`src/hw/eeprom_target_pkg.sv`:
```
// Constants for the two-wire serial EEPROM write-side target.
// Assumes a 10 MHz system clock that samples the serial pins directly.
package eeprom_target_pkg;
   localparam int unsigned CLOCK_HZ                 = 10_000_000;
   localparam int unsigned PROGRAMMING_CYCLE_TIME_US = 5000;
   localparam int unsigned PROGRAM_CYCLES =
      PROGRAMMING_CYCLE_TIME_US * (CLOCK_HZ / 1_000_000);
   localparam logic [3:0] DEVICE_TYPE_CODE = 4'ha;
   localparam int unsigned PAGE_BYTES       = 16;
   localparam int unsigned COLUMN_BITS      = 4;
   localparam logic [2:0] BIT_COUNT_LAST   = 3'h7;
   localparam logic [2:0] BIT_COUNT_FIRST  = 3'h0;

   typedef enum logic [2:0] {
      ST_IDLE  = 3'h0,
      ST_DEVAD = 3'h1,
      ST_ACK   = 3'h7,
      ST_WORD  = 3'h3,
      ST_DATA  = 3'h2,
      ST_PROG  = 3'h6,
      ST_SKIP  = 3'h5
   } state_t;
endpackage : eeprom_target_pkg

```
`src/hw/eeprom_write_target.sv`:
```
// Write-side logic of a 256 x 8 two-wire EEPROM target.
// Assumes serial clock and data arrive from the bus asynchronously; the
// board resolves the open-drain data wire from sda_out and sda_oe.
`timescale 1ns/1ps
`default_nettype none
module eeprom_write_target #(
   parameter int unsigned PROGRAM_CYCLES = eeprom_target_pkg::PROGRAM_CYCLES,
   parameter bit          IGNORE_SELECT  = 1'b0
) (
   input  wire logic       clock,
   input  wire logic       reset,
   input  wire logic       scl_in,
   input  wire logic       sda_in,
   output logic            sda_out,
   output logic            sda_oe,
   input  wire logic       chip_select_bit2,
   input  wire logic       chip_select_bit1,
   input  wire logic       chip_select_bit0,
   input  wire logic       write_protect,
   output logic            busy,
   output logic            wr_valid,
   input  wire logic       wr_ready,
   output logic [7:0]      wr_addr,
   output logic [7:0]      wr_data,
   output logic            read_selected
);
   if (PROGRAM_CYCLES < 1 || PROGRAM_CYCLES > eeprom_target_pkg::PROGRAM_CYCLES) begin : g_bad
      $error("PROGRAM_CYCLES must be between 1 and the write cycle time");
   end

   localparam int unsigned CW = $clog2(eeprom_target_pkg::PROGRAM_CYCLES + 1);

   // Synchronisers; first stage is read only by the second
   logic [1:0] scl_sync_reg;
   logic [1:0] sda_sync_reg;
   logic       scl_prev_reg;
   logic       sda_prev_reg;
   // Strap pins take the same two stages; a change only delays the next decision
   logic [1:0] wp_sync_reg;
   logic [2:0] cs_meta_reg;
   logic [2:0] cs_sync_reg;
   always_ff @(posedge clock or posedge reset) begin
      if (reset) begin
         scl_sync_reg <= 2'h3;
         sda_sync_reg <= 2'h3;
         scl_prev_reg <= 1'b1;
         sda_prev_reg <= 1'b1;
         wp_sync_reg  <= 2'h0;
         cs_meta_reg  <= 3'h0;
         cs_sync_reg  <= 3'h0;
      end else begin
         scl_sync_reg <= {scl_sync_reg[0], scl_in};
         sda_sync_reg <= {sda_sync_reg[0], sda_in};
         scl_prev_reg <= scl_sync_reg[1];
         sda_prev_reg <= sda_sync_reg[1];
         wp_sync_reg  <= {wp_sync_reg[0], write_protect};
         cs_meta_reg  <= {chip_select_bit2, chip_select_bit1, chip_select_bit0};
         cs_sync_reg  <= cs_meta_reg;
      end
   end

   wire scl_s    = scl_sync_reg[1];
   wire sda_s    = sda_sync_reg[1];
   wire scl_rise = scl_s & ~scl_prev_reg;
   wire scl_fall = ~scl_s & scl_prev_reg;
   wire start_c  = scl_s & scl_prev_reg & sda_prev_reg & ~sda_s;
   wire stop_c   = scl_s & scl_prev_reg & ~sda_prev_reg & sda_s;

   eeprom_target_pkg::state_t state_reg, state_next;
   logic [2:0]    bit_cnt_reg;
   logic [7:0]    shift_reg;
   logic          ack_phase_reg;   // high during the ninth clock
   logic          ack_drive_reg;
   logic [1:0]    next_after_ack_reg;
   logic          is_read_reg;
   logic [7:0]    word_addr_reg;
   logic [7:0]    page_reg [eeprom_target_pkg::PAGE_BYTES];
   logic [eeprom_target_pkg::PAGE_BYTES-1:0] loaded_reg;
   logic [3:0]    drain_idx_reg;
   logic [CW-1:0] prog_cnt_reg;
   logic          prog_pending_reg;

   // Buffer of two entries between page drain and array port
   logic [15:0] buf_reg [2];
   logic        buf_wp_reg;
   logic        buf_rp_reg;
   logic [1:0]  buf_cnt_reg;
   wire buf_full  = (buf_cnt_reg == 2'h2);
   wire buf_empty = (buf_cnt_reg == 2'h0);

   wire [7:0] shifted   = {shift_reg[6:0], sda_s};
   wire [2:0] sel_pins  = cs_sync_reg;
   wire       type_ok   = (shifted[7:4] == eeprom_target_pkg::DEVICE_TYPE_CODE);
   wire       select_ok = IGNORE_SELECT || (shifted[3:1] == sel_pins);
   wire       byte_done = scl_rise && (bit_cnt_reg == eeprom_target_pkg::BIT_COUNT_LAST) && !ack_phase_reg;
   wire [3:0] col       = word_addr_reg[3:0];
   // The word in the output stage must be taken too, or it would stand after busy falls
   wire       prog_done = (state_reg == eeprom_target_pkg::ST_PROG) && !prog_pending_reg
                          && buf_empty && (!wr_valid || wr_ready)
                          && (prog_cnt_reg == CW'(PROGRAM_CYCLES));
   wire       push      = prog_pending_reg && !buf_full && loaded_reg[drain_idx_reg];
   wire       pop       = !buf_empty && (!wr_valid || wr_ready);
   wire       any_loaded = |loaded_reg;

   // Serial state sequencing
   always_comb begin
      state_next = state_reg;
      case (state_reg)
         eeprom_target_pkg::ST_IDLE: if (start_c) state_next = eeprom_target_pkg::ST_DEVAD;
         eeprom_target_pkg::ST_DEVAD: begin
            if (stop_c) state_next = eeprom_target_pkg::ST_IDLE;
            else if (byte_done && !(type_ok && select_ok)) state_next = eeprom_target_pkg::ST_IDLE;
         end
         eeprom_target_pkg::ST_WORD, eeprom_target_pkg::ST_DATA, eeprom_target_pkg::ST_SKIP: begin
            if (start_c) state_next = eeprom_target_pkg::ST_DEVAD;
            // Stop after loaded write bytes begins programming, unless protected
            else if (stop_c && any_loaded && !wp_sync_reg[1]) state_next = eeprom_target_pkg::ST_PROG;
            else if (stop_c) state_next = eeprom_target_pkg::ST_IDLE;
         end
         eeprom_target_pkg::ST_PROG: if (prog_done) state_next = eeprom_target_pkg::ST_IDLE;
         default: state_next = eeprom_target_pkg::ST_IDLE;
      endcase
      if (state_reg != eeprom_target_pkg::ST_PROG && state_reg != eeprom_target_pkg::ST_IDLE
          && byte_done && state_next == state_reg) begin
         if (state_reg == eeprom_target_pkg::ST_DEVAD)
            state_next = shifted[0] ? eeprom_target_pkg::ST_SKIP : eeprom_target_pkg::ST_WORD;
         else if (state_reg == eeprom_target_pkg::ST_WORD)
            state_next = eeprom_target_pkg::ST_DATA;
      end
   end

   // Bit counting and acknowledge timing
   always_ff @(posedge clock or posedge reset) begin
      if (reset) begin
         state_reg     <= eeprom_target_pkg::ST_IDLE;
         bit_cnt_reg   <= eeprom_target_pkg::BIT_COUNT_FIRST;
         shift_reg     <= 8'h00;
         ack_phase_reg <= 1'b0;
         ack_drive_reg <= 1'b0;
         is_read_reg   <= 1'b0;
      end else begin
         state_reg <= state_next;
         if (start_c || state_next != state_reg && state_next != eeprom_target_pkg::ST_WORD
             && state_next != eeprom_target_pkg::ST_SKIP) begin
            bit_cnt_reg   <= eeprom_target_pkg::BIT_COUNT_FIRST;
            ack_phase_reg <= 1'b0;
            ack_drive_reg <= 1'b0;
         end
         if (start_c && state_reg != eeprom_target_pkg::ST_PROG) begin
            bit_cnt_reg   <= eeprom_target_pkg::BIT_COUNT_FIRST;
         end else if (scl_rise && !ack_phase_reg && state_reg != eeprom_target_pkg::ST_PROG) begin
            shift_reg   <= shifted;
            bit_cnt_reg <= bit_cnt_reg + 3'h1;
            if (byte_done) begin
               // A refused address leaves for standby without an acknowledge
               ack_phase_reg <= (state_next != eeprom_target_pkg::ST_IDLE);
               if (state_reg == eeprom_target_pkg::ST_DEVAD) is_read_reg <= shifted[0];
            end
         end else if (scl_fall && ack_phase_reg && !ack_drive_reg && bit_cnt_reg == eeprom_target_pkg::BIT_COUNT_FIRST) begin
            // Drive after the fall that ends bit eight, release after the ninth
            ack_drive_reg <= (state_reg != eeprom_target_pkg::ST_SKIP) || is_read_reg;
            ack_phase_reg <= (state_reg != eeprom_target_pkg::ST_SKIP) || is_read_reg;
         end else if (scl_fall && ack_drive_reg) begin
            ack_drive_reg <= 1'b0;
            ack_phase_reg <= 1'b0;
         end
      end
   end

   // Address pointer and page loading
   always_ff @(posedge clock or posedge reset) begin
      if (reset) begin
         word_addr_reg <= 8'h00;
         loaded_reg    <= '0;
      end else if (state_reg == eeprom_target_pkg::ST_PROG) begin
         if (prog_done) loaded_reg <= '0;
      end else if (state_reg == eeprom_target_pkg::ST_DEVAD) begin
         loaded_reg <= '0;
      end else if (byte_done && state_reg == eeprom_target_pkg::ST_WORD) begin
         word_addr_reg <= shifted;
      end else if (byte_done && state_reg == eeprom_target_pkg::ST_DATA) begin
         loaded_reg[col] <= 1'b1;
         word_addr_reg   <= {word_addr_reg[7:4], col + 4'h1};
      end
   end

   genvar gi;
   generate
      for (gi = 0; gi < eeprom_target_pkg::PAGE_BYTES; gi++) begin : g_page
         always_ff @(posedge clock or posedge reset) begin
            if (reset) page_reg[gi] <= 8'h00;
            else if (byte_done && state_reg == eeprom_target_pkg::ST_DATA && col == 4'(gi))
               page_reg[gi] <= shifted;
         end
      end
   endgenerate

   // Self-timed programming; bus inputs are ignored meanwhile
   always_ff @(posedge clock or posedge reset) begin
      if (reset) begin
         prog_cnt_reg     <= '0;
         prog_pending_reg <= 1'b0;
         drain_idx_reg    <= 4'h0;
      end else if (state_reg != eeprom_target_pkg::ST_PROG && state_next == eeprom_target_pkg::ST_PROG) begin
         prog_cnt_reg     <= '0;
         prog_pending_reg <= 1'b1;
         drain_idx_reg    <= 4'h0;
      end else if (state_reg == eeprom_target_pkg::ST_PROG) begin
         if (prog_cnt_reg != CW'(PROGRAM_CYCLES)) prog_cnt_reg <= prog_cnt_reg + CW'(1);
         if (prog_pending_reg && (push || !loaded_reg[drain_idx_reg])) begin
            drain_idx_reg <= drain_idx_reg + 4'h1;
            if (drain_idx_reg == 4'hf) prog_pending_reg <= 1'b0;
         end
      end
   end

   // Two-entry buffer toward the array; a stalled array holds programming open
   always_ff @(posedge clock or posedge reset) begin
      if (reset) begin
         buf_reg[0]  <= 16'h0000;
         buf_reg[1]  <= 16'h0000;
         buf_wp_reg  <= 1'b0;
         buf_rp_reg  <= 1'b0;
         buf_cnt_reg <= 2'h0;
         wr_valid    <= 1'b0;
         wr_addr     <= 8'h00;
         wr_data     <= 8'h00;
      end else begin
         if (push) begin
            buf_reg[buf_wp_reg] <= {word_addr_reg[7:4], drain_idx_reg, page_reg[drain_idx_reg]};
            buf_wp_reg          <= ~buf_wp_reg;
         end
         if (pop) begin
            wr_valid   <= 1'b1;
            wr_addr    <= buf_reg[buf_rp_reg][15:8];
            wr_data    <= buf_reg[buf_rp_reg][7:0];
            buf_rp_reg <= ~buf_rp_reg;
         end else if (wr_ready) begin
            wr_valid <= 1'b0;
         end
         buf_cnt_reg <= buf_cnt_reg + {1'b0, push} - {1'b0, pop};
      end
   end

   // Open drain: output is only ever low, enable pulls the wire
   always_ff @(posedge clock or posedge reset) begin
      if (reset) begin
         sda_out       <= 1'b0;
         sda_oe        <= 1'b0;
         busy          <= 1'b0;
         read_selected <= 1'b0;
      end else begin
         sda_out       <= 1'b0;
         sda_oe        <= ack_drive_reg;
         busy          <= (state_next == eeprom_target_pkg::ST_PROG);
         read_selected <= (state_next == eeprom_target_pkg::ST_SKIP) && is_read_reg;
      end
   end
endmodule : eeprom_write_target
`default_nettype wire

```
`config.mk`:
```
export PLATFORM = sky130hd
export DESIGN_NAME = eeprom_write_target
export DESIGN_NICKNAME = d
export VERILOG_FILES = /design/src/hw/eeprom_target_pkg.sv /design/src/hw/eeprom_write_target.sv
export SDC_FILE = /design/constraint.sdc
export NUM_CORES = 1
export LEC_CHECK = 0
export BUFFER_PORTS_ARGS = -buffer_cell sky130_fd_sc_hd__buf_4
export CORE_ASPECT_RATIO = 0.5
export CORE_MARGIN = 10
export CORE_UTILIZATION = 62
export CTS_CLUSTER_SIZE = 8
export DETAILED_ROUTE_END_ITERATION = 10
export GPL_TIMING_DRIVEN = 0
export PLACE_DENSITY = 0.81
export SLEW_MARGIN = 10
export SYNTH_ARGS = -nofsm -noshare
export SYNTH_HDL_FRONTEND = slang
export SYNTH_SLANG_ARGS = --single-unit
```
`constraint.sdc`:
```
create_clock -name clock -period 9.2 [get_ports clock]
set_input_delay 0 -clock clock [delete_from_list [all_inputs] [get_ports clock]]
set_output_delay 0 -clock clock [all_outputs]
set_load 0.02 [all_outputs]
```
==> summary by stage <==
Power
The static leakage is 6.51 nW. The ratio of total power to cell area is 179 mW/mm2. The worst-case IR drop observed on VDD is between 0.00009 and 0.0001 V.

GRT
The initial antenna violation count is 1. The pin count of the biggest net entering global routing is 112. For met3 alone, demand over resource in global routing was roughly 5.2%. The number of global-route vias before repair is 7,955. The overall routing resource usage is 21.3%. Global routing finished with a remaining overflow of 0. The first global-routing pass estimated 43,400 um of wire.

The most crowded layer after global routing is met2. The met2 usage is 34.6%. The global-route met1 utilization is ~28%.

Logic synthesis
The gate count after technology mapping is ~860. The total nets after synthesis is 877. The number of enable flip-flop cells after synthesis is 0. In this run the cell area of the synthesized design comes to around 0.012 mm2. The number of library cell types mapped by synthesis is between 60 and 70.

The synthesized area divided by synthesized cell count is approximately 14 um2. After synthesis the netlist holds a flip-flop and latch count of 259. The most common cell in the synthesized netlist is dfrtp_1. The share of synthesized area in the top cell type comes to between 50% and 60%. In the synthesized netlist, the cells that appear most often are dfrtp_1, mux2_2, nor2_1. The commonest register cell after synthesis is dfrtp_1. The sequential area share after synthesis is 54.5%. The proportion of synthesized flip-flops having asynchronous set or reset is 100%. The biggest area contributor in the post-synthesis netlist is dfrtp_1. The Yosys step of the flow raised 0 warnings. Ranked by total cell area, the synthesized netlist is headed by dfrtp_1, mux2_2, mux4_2.

STA
The aggregate negative setup slack is 0 ns. Setup repair after global routing left no endpoint under its margin. The worst setup skew after layout is 0.0161 ns. The highest attainable clock frequency is 328 MHz. The final number of hold-violating endpoints was 0. The tightest slew margin relative to the limit is between 30% and 40%. The portion of the clock cycle consumed by the worst path in the final layout is 33.1%. For the pin with the worst max-slew slack, the measured transition is 0.897 ns. The number of max-slew violations in the final report came to 0. The setup violation total in the final timing report is 0. The final period demand of the worst path is 3.05 ns.

Cells and area
The register with the most flip-flops in the layout has between 100 and 150 of them. The post-route netlist has 34.4% of its cells at a drive strength greater than 1. At the end of the flow, the number of nets in the layout was ~960. The growth of design area from synthesis to finish is 14.4%. The final cell utilization of the core is 73.1%.

Die
The standard-cell row count is 35. The horizontal extent of the die is around 220 um. Once the floorplan was initialized, standard cells occupied 63.9% of the core. The core area is roughly 0.019 mm2. The boundary pin count is 30. The die covers 0.0255 mm2. The floorplan step set the die height to ~120 um.

Route
The total routed wirelength is 27,000 um. The post-detailed-route DRC marker count is 0. Dividing the detail-routed wire length by the instance count gives between 20 and 25 um. After detailed routing, the number of vias per cell comes to 6.07.

The count of nets left with antenna violations once routing finished came out at 0. After the first detailed-routing iteration, the DRC count stood at 616. The first TritonRoute pass finished after 5 iterations. The detailed router placed around 7,300 vias in this run.

Clock network
The latest clock arrival within the worst-skew pair is around 0.51 ns. TritonCTS built the clock tree. The number of buffers inserted during clock tree synthesis is 38. The worst-case clock buffer depth is 3.

The root buffer cell is clkbuf_16. CTS built an H-tree with a depth of 2. For this design, the CTS-stage hold fixing added 8 buffers. Clock-pin slew was measured on the worst setup and hold paths at 0.05 ns. The setup fix buffers added after clock tree synthesis is 0. The post-cts sizing count is 0. The number of sinks on the clock net is 259.

Setup path
The largest incremental delay on the critical path is 0.45 ns. The critical path goes through ha_1, ha_1, nand4bb_1, nor2_1, nand2_1, nor2_1, and2_1, buf_2, nand2_1, mux2_2. The type of the worst setup path is reg -> reg. The type of destination of the critical path is a flop. STA classifies the critical path startpoint as a flop. The number of buffers and inverters on the critical path is 1.

The data arrival time of the critical path is approximately 3.4 ns. The library cell contributing the largest single delay on the critical path is mux2_2. The required time of the critical path is between 9 and 10 ns.

Of all nets on the critical path, the largest fanout is 9. The gate family responsible for the most delay along the worst path is simple AND/OR/NAND/NOR gates.

Placement
Routability-driven placement finished with a final weighted congestion of ~0.88. The HPWL after detailed placement is 17,200 um. The number of buffers inserted by port buffering is 28.

Outcome
The flow ran to the end, and the final reports show no timing, DRC or antenna violations.

Min path
The path category of the worst min-delay check is in -> async.

Flow run
The max-capacitance violation count is 0.
cell type report:
type,count,area (um2)
sequential,259,6490
multi-input combinational,515,5030
fill,1152,5000
clock buffer,44,995
timing repair buffer,38,345
tap,259,324
buffer,52,265
inverter,30,120
clock inverter,3,36.3
antenna,1,2.50
final timing paths:
check	start	slack [ns]	depth (start not counted)	to
setup / recovery	bit_cnt_reg[0]	6.15	10	page_reg[78]
hold / removal	reset	0.05	3	page_reg[41]
setup reg to reg	bit_cnt_reg[0]	6.15	10	page_reg[78]
hold reg to reg	cs_meta_reg[2]	0.35	0	cs_sync_reg[2]
max in group asynchronous	reset	7.78	5	buf_reg[26]
min in group clock	scl_in	0.16	2	scl_sync_reg[0]
cell families after synthesis:
| family | synth area share [%] |
|---|---|
| compound gates | 4.53 |
| xor+xnor | 1.62 |
| fa+ha+maj | 1.26 |
| buf+inv | 3.17 |
| flops | 54.5 |
| mux | 27.4 |
| other cells | 0.0315 |
| simple gates | 7.50 |
metal layers:
| metal | wire [um] | share of wire (%) |
|---|---|---|
| met1 | 11900 | 44 |
| met2 | 12900 | 48 |
| met3 | 1540 | 5.7 |
| met4 | 670 | 2.5 |
| met5 | 0 | 0 |
cells in the final DEF (no fill, tap or decap), types with 3 or more instances in the layout:
cell type	count
dlygate4sd3_1	8
o22ai_1	4
dfstp_2	6
and3_1	5
nand2b_1	3
nor3_1	5
nor2b_1	6
nor2_1	47
buf_2	12
nand3_1	9
a21boi_0	18
nand4_1	11
mux2_4	10
ha_1	12
nand3_2	4
a21oi_1	22
nor4_1	6
inv_1	29
mux2i_1	22
xnor2_1	9
buf_4	33
o21ai_0	17
nand2_1	35
and3b_1	3
o21a_1	3
clkbuf_16	39
and2_1	6
clkbuf_1	33
nand3b_1	3
xor2_1	13
buf_1	3
dfrtp_1	253
mux4_2	37
mux4_1	7
mux2_2	162
worst reg2reg max path, stage by stage (launching register included):
cell and delay, ns:
dfrtp_1 0.39, ha_1 0.17, ha_1 0.24, nand4bb_1 0.19, nor2_1 0.21, nand2_1 0.25, nor2_1 0.30, and2_1 0.16
buf_2 0.14, nand2_1 0.42, mux2_2 0.45
metrics by stage:
| stage | setup WS, ns | hold slack (ns) | cell area, um2 | power (mW) | instances |
|---|---|---|---|---|---|
| floorplan | 2.08 | 0.00448 | 11900 | 1.20 | 856 |
| global placement | -0.178 | 0.108 | 12400 | 1.21 | 1143 |
| detailed placement | 6.28 | 0.0542 | 12500 | 1.21 | 1145 |
| CTS | 6.25 | 0.0793 | 13600 | 2.44 | 1200 |
| global route | 5.95 | 0.103 | 13600 | 2.50 | 1201 |
| finish | 6.15 | 0.0527 | 13600 | 2.43 | 1201 |
report_power, final:
part | internal [mW] | switching (mW) | total (mW)
Combinational | 0.0130 | 0.0313 | 0.0443
Clock | 0.756 | 0.477 | 1.23
Sequential | 1.15 | 0.00463 | 1.15
(Power assumes the default switching activity.)
